$ cat src/include/csa_pkg.sv
// Constants for the charge status and alarm evaluator.
// Assumes a 50 MHz clock and 16-bit measurement words.
package csa_pkg;
  localparam longint unsigned CLK_HZ = 64'd50_000_000;
  localparam longint unsigned TAPER_S = 64'd40;
  localparam longint unsigned TAPER_CYC = CLK_HZ * TAPER_S;
  // Current LSB 0.5 mA, temperature LSB 0.1 C, voltage 1 mV
  localparam logic [15:0] TAPER_MIN_I = 16'h002D;
  localparam logic [15:0] AVG_CLR_I = 16'h0200;
  localparam logic [15:0] OT_FLOOR_T = 16'h01AE;
  localparam logic [15:0] DSG_CLR_MAH = 16'h0002;
  localparam logic [15:0] FD_CLR_PCT = 16'h0014;
  localparam logic [15:0] LTFH_RST = 16'h001E;
  localparam logic [15:0] PCT_FULL = 16'h0064;
  // Control word indices, byte address is four times
  localparam logic [5:0] W_CTRL = 6'h00;
  localparam logic [5:0] W_STAT = 6'h01;
  localparam logic [5:0] W_IRQ = 6'h02;
  localparam logic [5:0] W_MASK = 6'h03;
  localparam logic [5:0] W_CCREQ = 6'h04;
  localparam logic [5:0] W_RMLD = 6'h05;
  localparam logic [5:0] W_CFG0 = 6'h10;
  localparam int NCFG = 38;
  localparam int CTRL_SYNC = 0;
  localparam int CTRL_UPD = 1;
  // Threshold and measurement table indices
  localparam int C_VOLT = 0;
  localparam int C_CURR = 1;
  localparam int C_AVGI = 2;
  localparam int C_TEMP = 3;
  localparam int C_CELL = 4;
  localparam int C_RM = 8;
  localparam int C_FCC = 9;
  localparam int C_RELATIVE_CHARGE_PCT = 10;
  localparam int C_AVG_TIME_TO_EMPTY = 11;
  localparam int C_OVCHG = 12;
  localparam int C_DSGMAH = 13;
  localparam int C_CHGV = 14;
  localparam int C_FASTI = 15;
  localparam int C_MAINTI = 16;
  localparam int C_PREI = 17;
  localparam int C_TAPQV = 18;
  localparam int C_TAPI = 19;
  localparam int C_OCM = 20;
  localparam int C_OVM = 21;
  localparam int C_CELLOV = 22;
  localparam int C_CELLOVR = 23;
  localparam int C_MAXT = 24;
  localparam int C_THYS = 25;
  localparam int C_LTF = 26;
  localparam int C_LTFH = 27;
  localparam int C_OLI = 28;
  localparam int C_CELLUV = 29;
  localparam int C_CELLUVR = 30;
  localparam int C_TERMV = 31;
  localparam int C_BLOW = 32;
  localparam int C_FCCLR = 33;
  localparam int C_TPCT = 34;
  localparam int C_RCA = 35;
  localparam int C_RTA = 36;
  localparam int C_MAXOC = 37;
  // Status bit positions
  localparam int S_TCA = 0;
  localparam int S_OTA = 1;
  localparam int S_OCA = 2;
  localparam int S_TDA = 3;
  localparam int S_FC = 4;
  localparam int S_FD = 5;
  localparam int S_RCA = 6;
  localparam int S_RTA = 7;
  localparam int S_CFET = 8;
  localparam int S_DFET = 9;
  localparam int NST = 10;
  typedef enum logic [1:0] {
    CSA_ZERO = 2'b00,
    CSA_PRE = 2'b01,
    CSA_MAINT = 2'b10,
    CSA_FAST = 2'b11
  } csa_rate_t;
endpackage

$ cat src/csa_charge_status.sv
// Charge state evaluator with alarm flags and charge request.
// Assumes firmware writes measurements, then pulses the update bit.
//
// The placing of the registers and the Avalon-MM interface to the registers are this design's own decisions.
`timescale 1ns/1ns
`default_nettype none
////////////////////////////////////////////////////////////////////
// Contract
// - Taper end needs voltage near target, current in window, two 40 s ticks.
// - Termination sets terminate-charge and fully-charged, requests maintenance rate.
// - With sync on and low charge, termination loads capacity from percentage.
// - Fully-charged clears once relative charge drops below clear percentage.
// - Fast rate returns after fully-charged clears if voltage and temperature allow.
// - Terminate-charge from taper clears when not charging or taper lost.
// - Current over request plus margin zeroes request, sets terminate-charge.
// - Average over fast plus margin faults charge FET until below 256 mA.
// - Average at or below negative overload faults discharge FET until above -256 mA.
// - Pack or cell overvoltage zeroes request, faults charge FET until both clear.
// - Overtemperature zeroes request, sets alarms, clears on hysteresis or 43 C.
// - Overcharge sets alarms, cleared by discharge of 2 mAh.
// - Below 0 C zero request; below cold threshold precharge with hysteresis.
// - Discharging below battery-low sets fully-discharged, clears at 20 percent.
// - Cell undervoltage sets terminate-discharge and discharge FET fault.
// - Capacity and runtime alarms follow their settings.
module csa_charge_status #(
  parameter int unsigned TAPER_CYCLES = int'(csa_pkg::TAPER_CYC)
) (
  // Clock and reset
  input wire logic clk_in,
  input wire logic rst_in,
  // Avalon-MM slave
  input wire logic [7:0] avs_address_in,
  input wire logic avs_read_in,
  input wire logic avs_write_in,
  input wire logic [31:0] avs_writedata_in,
  input wire logic [3:0] avs_byteenable_in,
  output logic [31:0] avs_readdata_out,
  output logic avs_waitrequest_out,
  // Indications
  output logic irq_out,
  output logic charge_fet_fault_out,
  output logic discharge_fet_fault_out,
  output logic [15:0] charge_current_request_out
);

  function automatic logic signed [17:0] sg(input logic [15:0] x);
    sg = {{2{x[15]}}, x};
  endfunction

  function automatic logic signed [17:0] ug(input logic [15:0] x);
    ug = {2'b00, x};
  endfunction

  ////////////////////////////////////////////////////////////////////
  // Bus slave, one wait state per access
  logic ack_q;
  logic ack_d;
  logic [31:0] rdata_q;
  logic [31:0] rdata_d;
  logic [15:0] cfg_q [csa_pkg::NCFG];
  logic [15:0] cfg_d [csa_pkg::NCFG];
  logic [csa_pkg::NST-1:0] st_q;
  logic [csa_pkg::NST-1:0] irq_q;
  logic [csa_pkg::NST-1:0] irq_d;
  logic [csa_pkg::NST-1:0] mask_q;
  logic [csa_pkg::NST-1:0] mask_d;
  logic sync_q;
  logic sync_d;
  logic [15:0] rmld_q;
  logic rmld_v_q;
  logic [15:0] cc_q;
  logic [5:0] widx;
  logic wr_en;
  logic upd;
  logic [15:0] wval;
  logic [csa_pkg::NST-1:0] st_d;

  assign widx = avs_address_in[7:2];
  assign wr_en = avs_write_in & ack_q;
  assign avs_waitrequest_out = (avs_read_in | avs_write_in) & ~ack_q;
  assign upd = wr_en && widx == csa_pkg::W_CTRL && avs_byteenable_in[0]
    && avs_writedata_in[csa_pkg::CTRL_UPD];

  always_comb
  begin
    ack_d = (avs_read_in | avs_write_in) & ~ack_q;
    rdata_d = rdata_q;
    wval = avs_writedata_in[15:0];
    cfg_d = cfg_q;
    mask_d = mask_q;
    sync_d = sync_q;
    // Event set wins over a same-cycle write-one clear
    irq_d = irq_q & ~(st_d & ~st_q);
    if (wr_en && widx == csa_pkg::W_IRQ && avs_byteenable_in[0])
    begin
      irq_d = irq_q & ~avs_writedata_in[csa_pkg::NST-1:0];
    end
    irq_d = irq_d | (st_d & ~st_q);
    if (avs_read_in && !ack_q)
    begin
      rdata_d = 32'h0000_0000;
      if (widx >= csa_pkg::W_CFG0
        && widx < csa_pkg::W_CFG0 + 6'(csa_pkg::NCFG))
      begin
        rdata_d[15:0] = cfg_q[widx - csa_pkg::W_CFG0];
      end
      else
      begin
        case (widx)
          csa_pkg::W_CTRL: rdata_d[csa_pkg::CTRL_SYNC] = sync_q;
          csa_pkg::W_STAT: rdata_d[csa_pkg::NST-1:0] = st_q;
          csa_pkg::W_IRQ: rdata_d[csa_pkg::NST-1:0] = irq_q;
          csa_pkg::W_MASK: rdata_d[csa_pkg::NST-1:0] = mask_q;
          csa_pkg::W_CCREQ: rdata_d[15:0] = cc_q;
          csa_pkg::W_RMLD: rdata_d[16:0] = {rmld_v_q, rmld_q};
          default: rdata_d = 32'h0000_0000;
        endcase
      end
    end
    if (wr_en && avs_byteenable_in[0])
    begin
      if (widx == csa_pkg::W_MASK)
      begin
        mask_d = avs_writedata_in[csa_pkg::NST-1:0];
      end
      if (widx == csa_pkg::W_CTRL)
      begin
        sync_d = avs_writedata_in[csa_pkg::CTRL_SYNC];
      end
    end
    if (wr_en && widx >= csa_pkg::W_CFG0
      && widx < csa_pkg::W_CFG0 + 6'(csa_pkg::NCFG))
    begin
      if (avs_byteenable_in[0])
      begin
        cfg_d[widx - csa_pkg::W_CFG0][7:0] = wval[7:0];
      end
      if (avs_byteenable_in[1])
      begin
        cfg_d[widx - csa_pkg::W_CFG0][15:8] = wval[15:8];
      end
    end
  end

  always_ff @(posedge clk_in)
  begin
    if (rst_in)
    begin
      ack_q <= 1'b0;
      rdata_q <= 32'h0000_0000;
      irq_q <= '0;
      mask_q <= '0;
      sync_q <= 1'b0;
      for (int i = 0; i < csa_pkg::NCFG; i++)
      begin
        cfg_q[i] <= (i == csa_pkg::C_LTFH) ? csa_pkg::LTFH_RST : 16'h0000;
      end
    end
    else
    begin
      ack_q <= ack_d;
      rdata_q <= rdata_d;
      irq_q <= irq_d;
      mask_q <= mask_d;
      sync_q <= sync_d;
      cfg_q <= cfg_d;
    end
  end

  assign avs_readdata_out = rdata_q;
  assign irq_out = |(irq_q & mask_q);

  ////////////////////////////////////////////////////////////////////
  // Taper interval timer and qualification
  logic [31:0] tmr_q;
  logic [31:0] tmr_d;
  logic [1:0] tap_q;
  logic [1:0] tap_d;
  logic tick;
  logic taper_now;
  logic term_ev;
  logic fc_q;

  assign tick = tmr_q == TAPER_CYCLES - 1;
  assign taper_now = ug(cfg_q[csa_pkg::C_VOLT]) >= ug(cfg_q[csa_pkg::C_CHGV])
    - ug(cfg_q[csa_pkg::C_TAPQV])
    && sg(cfg_q[csa_pkg::C_CURR]) < sg(cfg_q[csa_pkg::C_TAPI])
    && sg(cfg_q[csa_pkg::C_CURR]) > sg(csa_pkg::TAPER_MIN_I);
  // Second consecutive qualified tick ends the charge
  assign term_ev = tick && taper_now && tap_q == 2'd1 && !fc_q;

  always_comb
  begin
    tmr_d = tick ? 32'h0000_0000 : tmr_q + 32'h0000_0001;
    tap_d = tap_q;
    if (tick)
    begin
      tap_d = !taper_now ? 2'd0 : (tap_q == 2'd2 ? 2'd2 : tap_q + 2'd1);
    end
  end

  always_ff @(posedge clk_in)
  begin
    if (rst_in)
    begin
      tmr_q <= 32'h0000_0000;
      tap_q <= 2'd0;
    end
    else
    begin
      tmr_q <= tmr_d;
      tap_q <= tap_d;
    end
  end

  ////////////////////////////////////////////////////////////////////
  // Condition flags, updated on a measurement update; taper end also sets fully-charged and terminate-charge
  logic oc_q, poc_q, ol_q, ov_q, ot_q, och_q, pre_q, ttca_q;
  logic fd_q, ud_q, rca_q, rta_q;
  logic oc_d, poc_d, ol_d, ov_d, ot_d, och_d, pre_d, ttca_d;
  logic fc_d, fd_d, ud_d, rca_d, rta_d;
  logic [15:0] rmld_d;
  logic rmld_v_d;
  logic [15:0] cc_d;
  csa_pkg::csa_rate_t rate;
  logic signed [17:0] volt, curr, avgi, temp;
  logic cell_ov, cell_ovr, cell_uv, cell_uvr;
  logic [31:0] prod;

  assign volt = ug(cfg_q[csa_pkg::C_VOLT]);
  assign curr = sg(cfg_q[csa_pkg::C_CURR]);
  assign avgi = sg(cfg_q[csa_pkg::C_AVGI]);
  assign temp = sg(cfg_q[csa_pkg::C_TEMP]);
  assign prod = cfg_q[csa_pkg::C_TPCT] * cfg_q[csa_pkg::C_FCC];

  always_comb
  begin
    cell_ov = 1'b0;
    cell_ovr = 1'b1;
    cell_uv = 1'b0;
    cell_uvr = 1'b1;
    for (int i = 0; i < 4; i++)
    begin
      cell_ov = cell_ov | cfg_q[csa_pkg::C_CELL+i] >= cfg_q[csa_pkg::C_CELLOV];
      cell_ovr = cell_ovr & cfg_q[csa_pkg::C_CELL+i] <= cfg_q[csa_pkg::C_CELLOVR];
      cell_uv = cell_uv | cfg_q[csa_pkg::C_CELL+i] <= cfg_q[csa_pkg::C_CELLUV];
      cell_uvr = cell_uvr & cfg_q[csa_pkg::C_CELL+i] >= cfg_q[csa_pkg::C_CELLUVR];
    end
  end

  always_comb
  begin
    {oc_d, poc_d, ol_d, ov_d, ot_d, och_d} = {oc_q, poc_q, ol_q, ov_q, ot_q, och_q};
    {pre_d, ttca_d, fc_d, fd_d, ud_d} = {pre_q, ttca_q, fc_q, fd_q, ud_q};
    {rca_d, rta_d} = {rca_q, rta_q};
    rmld_d = rmld_q;
    rmld_v_d = rmld_v_q;
    if (upd)
    begin
      if (curr >= sg(cc_q) + sg(cfg_q[csa_pkg::C_OCM]))
        oc_d = 1'b1;
      else if (curr < sg(cfg_q[csa_pkg::C_OCM]))
        oc_d = 1'b0;
      if (avgi >= sg(cfg_q[csa_pkg::C_FASTI]) + sg(cfg_q[csa_pkg::C_OCM]))
        poc_d = 1'b1;
      else if (avgi < sg(csa_pkg::AVG_CLR_I))
        poc_d = 1'b0;
      if (avgi <= -sg(cfg_q[csa_pkg::C_OLI]))
        ol_d = 1'b1;
      else if (avgi > -sg(csa_pkg::AVG_CLR_I))
        ol_d = 1'b0;
      if (volt >= ug(cfg_q[csa_pkg::C_CHGV]) + ug(cfg_q[csa_pkg::C_OVM]) || cell_ov)
        ov_d = 1'b1;
      else if (cell_ovr)
        ov_d = 1'b0;
      if (temp >= sg(cfg_q[csa_pkg::C_MAXT]))
        ot_d = 1'b1;
      else if (temp <= sg(cfg_q[csa_pkg::C_MAXT]) - sg(cfg_q[csa_pkg::C_THYS])
        || temp <= sg(csa_pkg::OT_FLOOR_T))
        ot_d = 1'b0;
      if (cfg_q[csa_pkg::C_OVCHG] >= cfg_q[csa_pkg::C_MAXOC] && fc_q)
        och_d = 1'b1;
      else if (curr < 0 && cfg_q[csa_pkg::C_DSGMAH] >= csa_pkg::DSG_CLR_MAH)
        och_d = 1'b0;
      if (temp < sg(cfg_q[csa_pkg::C_LTF]))
        pre_d = 1'b1;
      else if (temp >= sg(cfg_q[csa_pkg::C_LTF]) + sg(cfg_q[csa_pkg::C_LTFH]))
        pre_d = 1'b0;
      if (curr <= 0 || !taper_now)
        ttca_d = 1'b0;
      if (cfg_q[csa_pkg::C_RELATIVE_CHARGE_PCT] < cfg_q[csa_pkg::C_FCCLR])
        fc_d = 1'b0;
      if (curr < 0 && cfg_q[csa_pkg::C_RELATIVE_CHARGE_PCT] < cfg_q[csa_pkg::C_BLOW])
        fd_d = 1'b1;
      else if (cfg_q[csa_pkg::C_RELATIVE_CHARGE_PCT] >= csa_pkg::FD_CLR_PCT)
        fd_d = 1'b0;
      if (cell_uv)
        ud_d = 1'b1;
      else if (volt > ug(cfg_q[csa_pkg::C_TERMV]) && cell_uvr)
        ud_d = 1'b0;
      rca_d = cfg_q[csa_pkg::C_RM] < cfg_q[csa_pkg::C_RCA];
      rta_d = cfg_q[csa_pkg::C_AVG_TIME_TO_EMPTY] < cfg_q[csa_pkg::C_RTA];
    end
    if (term_ev)
    begin
      fc_d = 1'b1;
      ttca_d = 1'b1;
      if (sync_q && cfg_q[csa_pkg::C_RELATIVE_CHARGE_PCT] < cfg_q[csa_pkg::C_TPCT])
      begin
        rmld_d = 16'(prod / 32'(csa_pkg::PCT_FULL));
        rmld_v_d = 1'b1;
      end
    end
    // Faults and cold win; precharge before maintenance before fast
    if (oc_d || poc_d || ov_d || ot_d || temp < 0)
      rate = csa_pkg::CSA_ZERO;
    else if (pre_d)
      rate = csa_pkg::CSA_PRE;
    else if (fc_d)
      rate = csa_pkg::CSA_MAINT;
    else
      rate = csa_pkg::CSA_FAST;
    case (rate)
      csa_pkg::CSA_ZERO: cc_d = 16'h0000;
      csa_pkg::CSA_PRE: cc_d = cfg_q[csa_pkg::C_PREI];
      csa_pkg::CSA_MAINT: cc_d = cfg_q[csa_pkg::C_MAINTI];
      csa_pkg::CSA_FAST: cc_d = cfg_q[csa_pkg::C_FASTI];
      default: cc_d = 16'h0000;
    endcase
    st_d = '0;
    st_d[csa_pkg::S_TCA] = oc_d | poc_d | ot_d | och_d | ttca_d;
    st_d[csa_pkg::S_OTA] = ot_d;
    st_d[csa_pkg::S_OCA] = och_d;
    st_d[csa_pkg::S_TDA] = ud_d;
    st_d[csa_pkg::S_FC] = fc_d;
    st_d[csa_pkg::S_FD] = fd_d;
    st_d[csa_pkg::S_RCA] = rca_d;
    st_d[csa_pkg::S_RTA] = rta_d;
    st_d[csa_pkg::S_CFET] = poc_d | ov_d | ot_d;
    st_d[csa_pkg::S_DFET] = ol_d | ud_d;
  end

  always_ff @(posedge clk_in)
  begin
    if (rst_in)
    begin
      {oc_q, poc_q, ol_q, ov_q, ot_q, och_q} <= 6'h00;
      {pre_q, ttca_q, fc_q, fd_q, ud_q, rca_q, rta_q} <= 7'h00;
      rmld_q <= 16'h0000;
      rmld_v_q <= 1'b0;
      cc_q <= 16'h0000;
      st_q <= '0;
    end
    else
    begin
      {oc_q, poc_q, ol_q, ov_q, ot_q, och_q} <= {oc_d, poc_d, ol_d, ov_d, ot_d, och_d};
      {pre_q, ttca_q, fc_q, fd_q, ud_q} <= {pre_d, ttca_d, fc_d, fd_d, ud_d};
      {rca_q, rta_q} <= {rca_d, rta_d};
      rmld_q <= rmld_d;
      rmld_v_q <= rmld_v_d;
      cc_q <= cc_d;
      st_q <= st_d;
    end
  end

  assign charge_current_request_out = cc_q;
  assign charge_fet_fault_out = st_q[csa_pkg::S_CFET];
  assign discharge_fet_fault_out = st_q[csa_pkg::S_DFET];
endmodule
`default_nettype wire

$ cat config.mk
export PLATFORM = sky130hd
export DESIGN_NAME = csa_charge_status
export DESIGN_NICKNAME = d
export VERILOG_FILES = /design/src/include/csa_pkg.sv /design/src/csa_charge_status.sv
export SDC_FILE = /design/constraint.sdc
export NUM_CORES = 2
export LEC_CHECK = 0
export BUFFER_PORTS_ARGS = -buffer_cell sky130_fd_sc_hd__buf_2
export CORE_ASPECT_RATIO = 0.9
export CORE_MARGIN = 2
export CORE_UTILIZATION = 40
export CTS_CLUSTER_SIZE = 8
export DETAILED_ROUTE_END_ITERATION = 12
export PLACE_DENSITY_LB_ADDON = 0.12
export SYNTH_ARGS = -nofsm -noshare
export SYNTH_HDL_FRONTEND = slang
export SYNTH_SLANG_ARGS = --single-unit
$ cat constraint.sdc
create_clock -name clk_in -period 46.3 [get_ports clk_in]
set_clock_uncertainty 0.2 [all_clocks]
set_input_delay 2.315 -clock clk_in [delete_from_list [all_inputs] [get_ports clk_in]]
set_output_delay 2.315 -clock clk_in [all_outputs]
set_load 0.01 [all_outputs]
==> impl_metrics.ini <==
[run_status]
status = complete, no violations

[logic_synthesis]
synthArstFlopShare_pct = 0
yosysTopAreaCellShare_pct = 23.2
ys_types = 129
synthCells = 7648
yosys_most_used_dff = dfxtp_1
ys.warnings.count = 0
synthTopCellsByArea = dfxtp_1 23%, ha_1 15%, a21oi_1 6.8%
synth.avg_cell_area_um2 = 8.24
synth_edf_count = 0
synth_seq_cells = 730
yosys.area.top_type = dfxtp_1
ys_seq_area_share_pct = 23.2
netlist_area_um2 = 63000

[grt]
grt_pass1_vias = 52361
grt_usage_pct = 27.7
grt_pass1_wl_um = 342000
antenna_found_initial = 13
grt_max_degree = 184
grt_overflow = 0

[finish]
syn2layout_area_growth_pct = 7.71
final_cell_mix = 968 x nand2_1, 856 x a21oi_1, 751 x ha_1
nets = 8495
finish.instance_area_um2 = 67900
drive_gt1_share_pct = 7.64
final_common_cell = nand2_1

[die]
ios = 100
rows = 138
start_util_pct = 40.2
core_um2 = 157000
die-area_um2 = 161000
dieHeight_um = 380
die_w_um = 422

[critical_path]
path_class = flip-flop to flip-flop
cp.required_ns = 46.75
crit_slowest_cell = o31ai_1
crit_start = cfg_q[57]$_SDFFE_PP0P_
crit_top_cell = fa_1
worstPathArrival_ns = 26.76
start_kind = flip-flop
timing.rr.start = cfg_q[57]$_SDFFE_PP0P_
path_max_fanout = 19
critPathMaxStageDelay_ns = 1.04
end_kind = flip-flop

[cts]
cts_hold_buf = 0
root_buffer = clkbuf_16
cts_max_path_buffers = 3
cts_sinks = 730
cts_tree = yes
postCtsSetupRepairBufs = 0
insertion_delay_ns = 0.73
clk_pin_slew_ns = 0.05
cts_resized = 0
cts_buffers = 102
cts-htree-levels = 3

[pwr]
finalPower_mw = 1.40
irDropWorstVdd_uv = 30.8
power.leakage_nw = 26.1
powerDensity_nw_per_um2 = 20.7

[sta]
period_share_pct = 56.8
hold_ws_ns = 0.246
setup_tns_ns = 0
drv_slew = 0
min_period_ns = 26.31
setup_viol_count_final = 0
max_clock_freq_mhz = 38.0
worst_slew_pin_slew_ns = 1.38
slew_headroom_pct = 8.06
hold_viol_final = 0
rsz0062_at_grt = false

[detailed_routing]
viasPerCell = 5.88
vias = 56518
drc_errors = 0
wl_per_cell_um = 23.7
antenna_left = 0
drt_pre_antenna_iters = 7
finalWirelength_um = 228000
drt_iter0_markers = 6270

[placed_design]
portBuffers = 64
dp_hpwl_um = 170000
place.gp.congestion = 0.920
dpl_cell_area_um2 = 65100

[min_path]
timing.hold.worst.class = flip-flop to flip-flop
hold_path.startpoint = avs_readdata_out[3]$_SDFFE_PP0P_

[run]
cap_violations = 0
-- registers in the layout (all words and copies together) (netlist names), 2 cells and up --
| name | flops |
|---|---|
| tmr_q | 32 |
| tap_q | 2 |
| avs_readdata_out | 17 |
| cfg_q | 592 |
| st_q | 10 |
| mask_q | 10 |
| rmld_q | 16 |
| avgi | 16 |
| irq_q | 10 |
| charge_current_request_out | 16 |
-- final timing paths --
check | endpoint | slack (ns) | cells after the start
max | rmld_q[1]$_SDFFE_PP0P_ | 19.99 | 73
min | avs_readdata_out[3]$_SDFFE_PP0P_ | 0.25 | 2
max reg2reg | rmld_q[1]$_SDFFE_PP0P_ | 19.99 | 73
min reg2reg | avs_readdata_out[3]$_SDFFE_PP0P_ | 0.25 | 2
-- synth_stat cells (all sizes together) (49+ instances only) --
cell type / n
a21oi: 861
o21ai: 290
buf: 85
dfxtp: 730
a22oi: 50
inv: 588
xnor2: 134
nand3: 506
o21bai: 49
nand2: 968
nor2: 411
nand4: 79
clkbuf: 345
mux4: 176
ha: 751
xor2: 62
nor2b: 143
nor3: 70
fa: 200
a21o: 89
and2: 167
nand2b: 160
mux2i: 167
-- per-layer routing --
layer  wire (um)  global-route usage, %  share of wire (%)
met5          58                      0              0.025
met2       90900                   38.3                 40
met3       22300                   6.04                9.8
met1      109000                   42.8                 48
met4        5520                   6.59                2.4
-- per-stage QoR --
step	setup slack [ns]	utilization [%]	cells
4_1_cts	20.54	43.3	9611
3_3_place_gp	20.77	41.5	9492
6_report	19.99	43.3	9613
3_5_place_dp	20.55	41.5	9492
5_1_grt	18.38	43.3	9612
2_1_floorplan	25.67	-	7662
-- critical path, delay by kind of cell (launching register included) --
family | cells | cell delay, ns
and+or+nand+nor | 17 | 5.83
xor gates and xnor gates | 2 | 0.95
AOI/OAI and AO/OA | 42 | 13.93
buffers and inverters | 3 | 0.16
muxes | 1 | 0.17
DFF | 1 | 1.03
adders and majority gates | 8 | 3.92
-- logic make-up after synthesis --
group	Yosys count	synth area share [%]
AOI/OAI and AO/OA	1723	17.0
xor gates and xnor gates	196	2.78
DFF	730	23.2
adders and majority gates	956	21.4
buffers and inverters	1018	6.28
other	1	0.00595
muxes	349	9.07
and+or+nand+nor	2675	20.3
-- power by group --
group          leakage [nW]  internal, mW  total (mW)  switching, mW
sequential             5.88         0.630       0.631       0.000968
combinational          18.8        0.0169      0.0767         0.0598
clock                  1.35         0.394       0.694          0.300
total                  26.1          1.04        1.40          0.361
-- area by class of cell --
type / instances / area [um^2]
antenna: 2 / 5.00
clock buffer: 111 / 2610
clock inverter: 8 / 174
fill: 15774 / 88900
inverter: 588 / 2210
multi-input combinational: 5914 / 44500
sequential: 730 / 14600
tap: 2100 / 2630
timing repair buffer: 160 / 1090
(Power assumes the default switching activity.)
